===== src/sadc_pkg.sv =====
package sadc_pkg;

  // ----------------------------------------------------------------
  // Register map
  // ----------------------------------------------------------------
  localparam logic [7:0] OFF_BUF_CTL = 8'hB2;
  localparam logic [7:0] OFF_CFG = 8'hBC;
  localparam logic [7:0] OFF_PWR = 8'hDF;
  localparam logic [7:0] OFF_RUN_CTL = 8'hE8;

  localparam logic [7:0] RST_BUF_CTL = 8'h00;
  localparam logic [7:0] RST_CFG = 8'hF8;
  localparam logic [3:0] RST_PWR = 4'hF;
  localparam logic [7:0] RST_RUN_CTL = 8'h00;
  localparam logic [7:0] RD_UNMAPPED = 8'h00;

  // ----------------------------------------------------------------
  // Field positions
  // ----------------------------------------------------------------
  localparam int CM_BUF_BIT = 0;
  localparam int DIV_MSB = 7;
  localparam int DIV_LSB = 3;
  localparam int EIGHT_BIT = 2;
  localparam int TRACK_BIT = 1;
  localparam int GAIN_BIT = 0;
  localparam int ENABLE_BIT = 7;
  localparam int BURST_BIT = 6;
  localparam int BUSY_BIT = 4;
  localparam int SOC_MSB = 2;
  localparam int SOC_LSB = 0;
  localparam int PWR_MSB = 3;
  localparam int PWR_LSB = 0;

  // ----------------------------------------------------------------
  // Start-of-conversion source codes
  // ----------------------------------------------------------------
  localparam logic [2:0] SOC_BUSY_WR = 3'h0;
  localparam logic [2:0] SOC_TMR0 = 3'h1;
  localparam logic [2:0] SOC_TMR2 = 3'h2;
  localparam logic [2:0] SOC_TMR3 = 3'h3;
  localparam logic [2:0] SOC_PIN = 3'h4;

  // ----------------------------------------------------------------
  // Timing counts
  // ----------------------------------------------------------------
  localparam logic [2:0] TRACK_DELAY_SAR = 3'h4;
  localparam logic [2:0] PWR_SCALE_SHIFT = 3'h3;

  typedef enum logic [1:0] {
    ST_IDLE = 2'b00,
    ST_PWRUP = 2'b01,
    ST_TRACK = 2'b10,
    ST_CONV = 2'b11
  } sadc_state_t;

  typedef struct packed {
    logic [4:0] sar_clk_div;
    logic eight_bit_sel;
    logic track_delay_sel;
    logic pga_gain_sel;
  } sadc_cfg_t;

  typedef struct packed {
    logic cm_buffer_on;
    logic eight_bit_mode;
    logic pga_gain_one;
    logic tracking;
    logic burst_mode;
  } sadc_analog_t;

endpackage


===== src/sadc_pin_sync.sv =====
module sadc_pin_sync (
  input wire logic clk_sys,
  input wire logic rst_b,
  input wire logic pin_in,
  output logic level_r,
  output logic rise_r
);

  logic q1_r;
  logic q2_r;
  logic q3_r;
  logic agree;

  // Level only moves once two late stages agree
  assign agree = (q2_r == q3_r);

  always_ff @(posedge clk_sys) begin
    if (!rst_b) begin
      q1_r <= 1'b0;
      q2_r <= 1'b0;
      q3_r <= 1'b0;
      level_r <= 1'b0;
      rise_r <= 1'b0;
    end else begin
      q1_r <= pin_in;
      q2_r <= q1_r;
      q3_r <= q2_r;
      if (agree) begin
        level_r <= q3_r;
      end
      rise_r <= agree && q3_r && !level_r;
    end
  end

endmodule


===== src/sadc_sar_div.sv =====
module sadc_sar_div (
  input wire logic clk_sys,
  input wire logic rst_b,
  input wire logic run,
  input wire logic src_tick,
  input wire logic [4:0] div,
  output logic sar_tick_r
);

  logic [4:0] cnt_r;
  logic wrap;

  assign wrap = (cnt_r >= div);

  always_ff @(posedge clk_sys) begin
    if (!rst_b) begin
      cnt_r <= 5'h00;
      sar_tick_r <= 1'b0;
    end else if (!run) begin
      // Restart from zero so the first period after enable is full
      cnt_r <= 5'h00;
      sar_tick_r <= 1'b0;
    end else if (src_tick) begin
      cnt_r <= wrap ? 5'h00 : cnt_r + 5'h01;
      sar_tick_r <= wrap;
    end else begin
      sar_tick_r <= 1'b0;
    end
  end

endmodule


===== src/sadc_top.sv =====
// Functional notes
// - Buffer control bit 0 switches the common-mode buffer off or on.
// - SAR clock equals source clock divided by divider field plus one.
// - Source clock is system clock, or high-frequency oscillator in burst.
// - Configuration bit 2 set selects 8-bit, clear selects normal resolution.
// - Track bit clear: conversion starts right at the start event.
// - Track bit set: conversion starts four SAR clocks after the event.
// - Input keeps tracking during the four-cycle delay, converts afterwards.
// - Gain bit clear gives gain 0.5, set gives gain 1.
// - Burst control selects burst operation or single conversions.
// - Three-bit source field picks the start event; 000 is busy write.
// - Delayed tracking adds four SAR clocks to the burst power-up delay.
//
// The strobed register port was decided locally.
module sadc_top (
  input wire logic clk_sys,
  input wire logic rst_b,
  input wire logic [7:0] reg_addr,
  input wire logic [7:0] reg_wdata,
  input wire logic reg_wr,
  input wire logic reg_rd,
  output logic [7:0] reg_rdata,
  input wire logic hfosc_tick,
  input wire logic tmr0_ovf,
  input wire logic tmr2_ovf,
  input wire logic tmr3_ovf,
  input wire logic conv_start_pin,
  input wire logic conv_done,
  output logic sar_clock,
  output logic conv_start,
  output logic converting,
  output sadc_pkg::sadc_analog_t analog_ctl
);

  // ----------------------------------------------------------------
  // Register storage
  // ----------------------------------------------------------------
  logic [7:0] cfg_r;
  logic buf_on_r;
  logic [3:0] pwr_r;
  logic enable_r;
  logic burst_r;
  logic [2:0] soc_sel_r;
  logic [7:0] rdata_r;

  // ----------------------------------------------------------------
  // Sequencer state
  // ----------------------------------------------------------------
  sadc_pkg::sadc_state_t state_r;
  sadc_pkg::sadc_state_t state_nxt;
  sadc_pkg::sadc_cfg_t held_r;
  sadc_pkg::sadc_cfg_t held_nxt;
  sadc_pkg::sadc_cfg_t live_cfg;
  sadc_pkg::sadc_cfg_t act_cfg;
  logic held_burst_r;
  logic held_burst_nxt;
  logic [6:0] pwr_cnt_r;
  logic [6:0] pwr_cnt_nxt;
  logic [2:0] trk_cnt_r;
  logic [2:0] trk_cnt_nxt;
  logic start_r;
  logic start_nxt;
  sadc_pkg::sadc_analog_t analog_r;
  sadc_pkg::sadc_analog_t analog_nxt;

  // ----------------------------------------------------------------
  // Address decode
  // ----------------------------------------------------------------
  wire hit_cfg = (reg_addr == sadc_pkg::OFF_CFG);
  wire hit_buf = (reg_addr == sadc_pkg::OFF_BUF_CTL);
  wire hit_pwr = (reg_addr == sadc_pkg::OFF_PWR);
  wire hit_run = (reg_addr == sadc_pkg::OFF_RUN_CTL);
  wire wr_cfg = reg_wr && hit_cfg;
  wire wr_buf = reg_wr && hit_buf;
  wire wr_pwr = reg_wr && hit_pwr;
  wire wr_run = reg_wr && hit_run;
  wire busy = (state_r != sadc_pkg::ST_IDLE);

  // Writing one to the busy bit is a trigger, not stored state
  wire busy_wr_one = wr_run && reg_wdata[sadc_pkg::BUSY_BIT];

  // ----------------------------------------------------------------
  // Written field values
  // ----------------------------------------------------------------
  // Fields land at the write edge; a busy write in the same byte still
  // starts under the old enable, burst and source settings
  wire wdata_buf_on = reg_wdata[sadc_pkg::CM_BUF_BIT];
  wire [3:0] wdata_pwr = reg_wdata[sadc_pkg::PWR_MSB:sadc_pkg::PWR_LSB];
  wire wdata_enable = reg_wdata[sadc_pkg::ENABLE_BIT];
  wire wdata_burst = reg_wdata[sadc_pkg::BURST_BIT];
  wire [2:0] wdata_soc_sel = reg_wdata[sadc_pkg::SOC_MSB:sadc_pkg::SOC_LSB];

  // ----------------------------------------------------------------
  // Status readback
  // ----------------------------------------------------------------
  // Busy reads the sequencer itself, so an abort shows at once
  wire [7:0] run_rd = {enable_r,
                       burst_r,
                       1'b0,
                       busy,
                       1'b0,
                       soc_sel_r};
  wire [7:0] rd_mux = hit_cfg ? cfg_r :
                      hit_buf ? {7'h00, buf_on_r} :
                      hit_pwr ? {4'h0, pwr_r} :
                      hit_run ? run_rd :
                      sadc_pkg::RD_UNMAPPED;

  // ----------------------------------------------------------------
  // Start-of-conversion sources
  // ----------------------------------------------------------------
  // Pin edge shows about four cycles late through the synchroniser
  logic pin_rise;

  sadc_pin_sync u_pin_sync (
    .clk_sys(clk_sys),
    .rst_b(rst_b),
    .pin_in(conv_start_pin),
    .level_r(),
    .rise_r(pin_rise)
  );

  // Reserved source codes never start a conversion
  wire soc_event = (soc_sel_r == sadc_pkg::SOC_BUSY_WR) ? busy_wr_one :
                   (soc_sel_r == sadc_pkg::SOC_TMR0) ? tmr0_ovf :
                   (soc_sel_r == sadc_pkg::SOC_TMR2) ? tmr2_ovf :
                   (soc_sel_r == sadc_pkg::SOC_TMR3) ? tmr3_ovf :
                   (soc_sel_r == sadc_pkg::SOC_PIN) ? pin_rise :
                   1'b0;

  // ----------------------------------------------------------------
  // Clock source and SAR clock divider
  // ----------------------------------------------------------------
  assign live_cfg = sadc_pkg::sadc_cfg_t'(cfg_r);
  // Held copy steers timing while a conversion runs
  assign act_cfg = busy ? held_r : live_cfg;
  wire act_burst = busy ? held_burst_r : burst_r;

  // System clock ticks every cycle; oscillator ticks arrive as enables
  // Oscillator ticks must be one-cycle pulses in this clock domain
  wire src_tick = act_burst ? hfosc_tick : 1'b1;

  logic sar_tick;

  sadc_sar_div u_sar_div (
    .clk_sys(clk_sys),
    .rst_b(rst_b),
    .run(enable_r),
    .src_tick(src_tick),
    .div(act_cfg.sar_clk_div),
    .sar_tick_r(sar_tick)
  );

  // ----------------------------------------------------------------
  // Power-up and tracking counters
  // ----------------------------------------------------------------
  // Power-up wait is eight source ticks per step of the time field
  wire [6:0] pwr_load = 7'({pwr_r, 3'b000});
  wire pwr_zero = (pwr_cnt_r == 7'h00);
  wire trk_last = (trk_cnt_r == sadc_pkg::TRACK_DELAY_SAR - 3'h1);

  // ----------------------------------------------------------------
  // Sequencer
  // ----------------------------------------------------------------
  always_comb begin
    state_nxt = state_r;
    held_nxt = held_r;
    held_burst_nxt = held_burst_r;
    pwr_cnt_nxt = pwr_cnt_r;
    trk_cnt_nxt = trk_cnt_r;
    start_nxt = 1'b0;
    unique case (state_r)
      sadc_pkg::ST_IDLE: begin
        if (enable_r && soc_event) begin
          held_nxt = live_cfg;
          held_burst_nxt = burst_r;
          trk_cnt_nxt = 3'h0;
          pwr_cnt_nxt = pwr_load;
          if (burst_r) begin
            state_nxt = sadc_pkg::ST_PWRUP;
          end else if (live_cfg.track_delay_sel) begin
            state_nxt = sadc_pkg::ST_TRACK;
          end else begin
            state_nxt = sadc_pkg::ST_CONV;
            start_nxt = 1'b1;
          end
        end
      end
      sadc_pkg::ST_PWRUP: begin
        if (pwr_zero) begin
          if (held_r.track_delay_sel) begin
            // Delayed tracking stretches power-up by four SAR clocks
            state_nxt = sadc_pkg::ST_TRACK;
          end else begin
            state_nxt = sadc_pkg::ST_CONV;
            start_nxt = 1'b1;
          end
        end else if (src_tick) begin
          pwr_cnt_nxt = pwr_cnt_r - 7'h01;
        end
      end
      sadc_pkg::ST_TRACK: begin
        // Counts SAR ticks, so the delay scales with the divider
        if (sar_tick) begin
          if (trk_last) begin
            state_nxt = sadc_pkg::ST_CONV;
            start_nxt = 1'b1;
          end else begin
            trk_cnt_nxt = trk_cnt_r + 3'h1;
          end
        end
      end
      sadc_pkg::ST_CONV: begin
        if (conv_done) begin
          state_nxt = sadc_pkg::ST_IDLE;
        end
      end
    endcase
    // Disable aborts any conversion in flight
    // Held settings stay stale until the next start reloads them
    if (!enable_r) begin
      state_nxt = sadc_pkg::ST_IDLE;
      start_nxt = 1'b0;
    end
  end

  // ----------------------------------------------------------------
  // Analog control word
  // ----------------------------------------------------------------
  // Registered so the analog core sees clean levels
  always_comb begin
    analog_nxt.cm_buffer_on = buf_on_r;
    analog_nxt.eight_bit_mode = act_cfg.eight_bit_sel;
    analog_nxt.pga_gain_one = act_cfg.pga_gain_sel;
    // Sampler stays on the input until the conversion actually starts
    analog_nxt.tracking = (state_nxt != sadc_pkg::ST_CONV);
    analog_nxt.burst_mode = act_burst;
  end

  // ----------------------------------------------------------------
  // Registers
  // ----------------------------------------------------------------
  always_ff @(posedge clk_sys) begin
    if (!rst_b) begin
      cfg_r <= sadc_pkg::RST_CFG;
      buf_on_r <= sadc_pkg::RST_BUF_CTL[sadc_pkg::CM_BUF_BIT];
      pwr_r <= sadc_pkg::RST_PWR;
      enable_r <= sadc_pkg::RST_RUN_CTL[sadc_pkg::ENABLE_BIT];
      burst_r <= sadc_pkg::RST_RUN_CTL[sadc_pkg::BURST_BIT];
      soc_sel_r <= sadc_pkg::RST_RUN_CTL[sadc_pkg::SOC_MSB:sadc_pkg::SOC_LSB];
      rdata_r <= sadc_pkg::RD_UNMAPPED;
    end else begin
      if (wr_cfg) begin
        cfg_r <= reg_wdata;
      end
      if (wr_buf) begin
        // Upper bits have no storage, writes there are dropped
        buf_on_r <= wdata_buf_on;
      end
      if (wr_pwr) begin
        pwr_r <= wdata_pwr;
      end
      if (wr_run) begin
        enable_r <= wdata_enable;
        burst_r <= wdata_burst;
        soc_sel_r <= wdata_soc_sel;
      end
      rdata_r <= reg_rd ? rd_mux : sadc_pkg::RD_UNMAPPED;
    end
  end

  // ----------------------------------------------------------------
  // Sequencer registers
  // ----------------------------------------------------------------
  always_ff @(posedge clk_sys) begin
    if (!rst_b) begin
      state_r <= sadc_pkg::ST_IDLE;
      held_r <= sadc_pkg::sadc_cfg_t'(sadc_pkg::RST_CFG);
      held_burst_r <= 1'b0;
      pwr_cnt_r <= 7'h00;
      trk_cnt_r <= 3'h0;
      start_r <= 1'b0;
      analog_r <= '0;
    end else begin
      state_r <= state_nxt;
      held_r <= held_nxt;
      held_burst_r <= held_burst_nxt;
      pwr_cnt_r <= pwr_cnt_nxt;
      trk_cnt_r <= trk_cnt_nxt;
      start_r <= start_nxt;
      analog_r <= analog_nxt;
    end
  end

  // ----------------------------------------------------------------
  // Outputs
  // ----------------------------------------------------------------
  assign reg_rdata = rdata_r;
  assign sar_clock = sar_tick;
  assign conv_start = start_r;
  assign converting = (state_r == sadc_pkg::ST_CONV);
  assign analog_ctl = analog_r;

endmodule


===== config.mk =====
export PLATFORM = sky130hd
export DESIGN_NAME = sadc_top
export DESIGN_NICKNAME = d
export VERILOG_FILES = /design/src/sadc_pkg.sv /design/src/sadc_pin_sync.sv /design/src/sadc_sar_div.sv /design/src/sadc_top.sv
export SDC_FILE = /design/constraint.sdc
export NUM_CORES = 1
export LEC_CHECK = 0
export ABC_AREA = 1
export ABC_CLOCK_PERIOD_IN_PS = 4320
export BUFFER_PORTS_ARGS = -buffer_cell sky130_fd_sc_hd__buf_4
export CAP_MARGIN = 20
export CORE_UTILIZATION = 60
export DETAILED_ROUTE_END_ITERATION = 6
export PLACE_DENSITY_LB_ADDON = 0.12
export SLEW_MARGIN = 30
export SYNTH_ARGS = -nofsm -noshare
export SYNTH_HDL_FRONTEND = slang
export SYNTH_SLANG_ARGS = --single-unit

===== constraint.sdc =====
create_clock -name clk_sys -period 4.32 [get_ports clk_sys]
set_clock_uncertainty 0.15 [all_clocks]
set_input_delay 0.864 -clock clk_sys [delete_from_list [all_inputs] [get_ports clk_sys]]
set_output_delay 0.864 -clock clk_sys [all_outputs]
set_load 0.01 [all_outputs]

==> out/qor.csv <==
metric;value;unit
initial_core_util;63.4;%
num-nets-final;495;
synth_top_area_cell;dfxtp_1;
syn_avg_cell_area;7.33;um^2
layout-drive-gt1-share;15.1;%
coreArea;4820;um^2
fillers;422;
design.die.area;5380;um^2
diodes;0;
tns;0;ns
drtIter0Drc;257;
worstSetupStartpointType;input pin;
syn_inst;417;
worst_r2r_endpoint;u_sar_div.cnt_r[4]$_SDFFE_PN0P_;
antenna_found_initial;0;
grt_max_degree;41;
netlist_area;3060;um^2
cts_setup_buffers;0;
clkSinkCount;64;
clock.fmax;406;MHz
cts-root-buf;clkbuf_8;
ios;42;
worstMarginPinSlew;0.841;ns
ys_seq_area_share;41.9;%
synthXorXnorAreaFrac;1.15;%
synth_most_common_cell;nand2_1;
fin_crit_sh;57.1;%
arrival;2.55;ns
synthFlopType;dfxtp_1;
hold_path_end;u_pin_sync.rise_r$_SDFF_PN0_;
synth_mux_area_share;0;%
async_reset_ff_share;0;%
die_h;73.4;um
io_buffers;41;
grt_pass1_vias;2522;
cts_buffer_depth;2;
syn2layout_area_growth;16.5;%
synth_area_leaders;dfxtp_1 42%, nand2_1 9.1%, inv_1 7.7%;
netlist_top_cells_count;74 x nand2_1, 64 x dfxtp_1, 63 x inv_1;
synth-simple-area-share;25.5;%
synth_top_family_by_area;simple AND/OR/NAND/NOR gates;
firstDrtPassIters;5;
drc;0;
die_x;73.4;um
ys_ff_latch;64;
drt_wl_total;6.71;mm
synth_nets;454;
cp_max_fo;26;
vias;2853;
post_drt_via_cell_ratio;5.38;
fin_hold_ws;0.259;ns
track_usage;27.3;%
slew_headroom;43.7;%
clkTransAtPathRegs;0.07;ns
cts_hold_buffers;0;
cts_tree;yes;
status;finished, final reports clean;
rr_worst_depth;10;
worstSkewPairLatency;0.33;ns
synth_compound_area_share;17.0;%
place_hpwl;4.84;mm
cts_inserted_buffers;9;
end_kind;flip-flop;
hold_viol_final;0;
yosysWarnings;0;
seqCellArea;1280;um^2
synth_edf_count;0;
p_leak;1.67;nW
timing.rr.start;state_r[0]$_SDFF_PN0_;
num_rows;25;
ant_nets;0;
hp-class;flip-flop to flip-flop;
maxCapViolCount;0;
synth.distinct_cells;36;
ir_drop;0.000292;V
grt_overflow;0;
grt_pass1_wl;11.2;mm
criticalPathCategory;input pin to flip-flop;
wl_per_cell;12.7;um
synth_top_area_share;41.9;%
ff2ff_setup_slack;2.04;ns
setup_viol;0;
synthAdderAreaFrac;4.50;%
rsz0062_at_grt;no;
hp-start;u_pin_sync.level_r$_SDFFE_PN0N_;
worstHoldPathCells;1;
ctsResizeCount;0;
period_minus_slack;2.47;ns
gp_congestion;0.923;
htreeDepth;3;
cp.required;4.40;ns
p_per_area;306;nW/um^2
multi_input_comb_area;1470;um^2
drv_slew;0;
fin_util;73.9;%
==> power breakdown <==
part	switching, mW	total (mW)	internal (mW)
Sequential	0.00114	0.594	0.592
Clock	0.225	0.448	0.223
Combinational	0.0276	0.0486	0.0211
Total	0.254	1.09	0.836
==> through the flow <==
stage	instance area [um^2]	setup slack, ns	cells	power [mW]
floorplan	3060	2.11	417	0.628
global placement	3390	1.63	514	0.654
detailed placement	3390	1.55	514	0.655
CTS	3560	1.88	530	1.09
global route	3560	1.69	530	1.13
finish	3560	1.85	530	1.09
==> worst max-delay path, cell delays in order <==
cell	delay, ns
buf_4	0.11
inv_1	0.10
nand2_1	0.12
nor2_1	0.12
nand4_1	0.09
nand2_1	0.07
nand2_1	0.05
nand2_1	0.12
nand3_2	0.42
nand2_4	0.23
clkinv_4	0.09
nor2_1	0.12
nor2_2	0.05
==> kinds of logic (layout without fill, tap and decap cells) <==
logic type,Yosys count,after routing
adders and majority gates,11,11
AOI/OAI and AO/OA,91,91
DFF,64,64
and+or+nand+nor,171,171
buffers and inverters,76,122
xor gates and xnor gates,4,4
==> sequential cells by signal, indices dropped and copies added, names as in the netlist <==
| signal | count |
|---|---|
| conv_start | 1 |
| buf_on_r | 1 |
| u_sar_div.cnt_r | 5 |
| burst_r | 1 |
| enable_r | 1 |
| state_r | 2 |
| pwr_cnt_r | 7 |
| trk_cnt_r | 3 |
| u_pin_sync.rise_r | 1 |
| cfg_r | 8 |
| u_pin_sync.q2_r | 1 |
| analog_ctl | 5 |
| held_r | 8 |
| u_sar_div.sar_tick_r | 1 |
| reg_rdata | 8 |
| soc_sel_r | 3 |
| u_pin_sync.q1_r | 1 |
| u_pin_sync.q3_r | 1 |
| pwr_r | 4 |
| u_pin_sync.level_r | 1 |
| held_burst_r | 1 |
==> how the worst max path moves through the flow <==
stage	startpoint	to
6_report	reg_addr[0]	pwr_cnt_r[3]$_SDFFE_PN0P_
5_1_grt	reg_addr[0]	pwr_cnt_r[4]$_SDFFE_PN0P_
4_1_cts	reg_addr[0]	pwr_cnt_r[3]$_SDFFE_PN0P_
3_5_place_dp	reg_addr[0]	pwr_cnt_r[3]$_SDFFE_PN0P_
3_3_place_gp	reg_addr[0]	pwr_cnt_r[3]$_SDFFE_PN0P_
2_1_floorplan	reg_addr[0]	held_r[0]$_SDFFE_PN0P_
==> layer usage <==
layer	vias up	GRT usage [%]	routed length (um)
met5	-	0	0
met4	0	11.3	112
met3	9	5.35	417
met2	121	43.8	3100
met1	1277	36.0	3080
li1	1446	-	-
==> layout make-up <==
type / count / area share, %
clock buffer: 13 / 4.18
tap: 67 / 2.36
inverter: 65 / 6.99
clock inverter: 3 / 0.492
sequential: 64 / 36.0
timing repair buffer: 41 / 8.65
multi-input combinational: 277 / 41.3
==> layout by cell type, fill, tap and decap left out, types with 2 or more instances in the layout <==
cell and instances:
inv_1 63, nand3_1 20, nor4_1 3, o22ai_1 4
xor2_1 3, ha_1 11, nor3_1 4, nor2_1 46
o21ai_0 36, clkbuf_1 3, clkbuf_8 10, buf_4 41
nor3_2 2, o211ai_1 9, nor2_2 4, a211oi_1 2
clkinv_2 2, a21oi_1 34, nand2_1 74, nor3b_1 2
dfxtp_1 64, nand4_1 8, nand3_2 2, o221ai_1 2
Power figures use the tool's default switching activity.
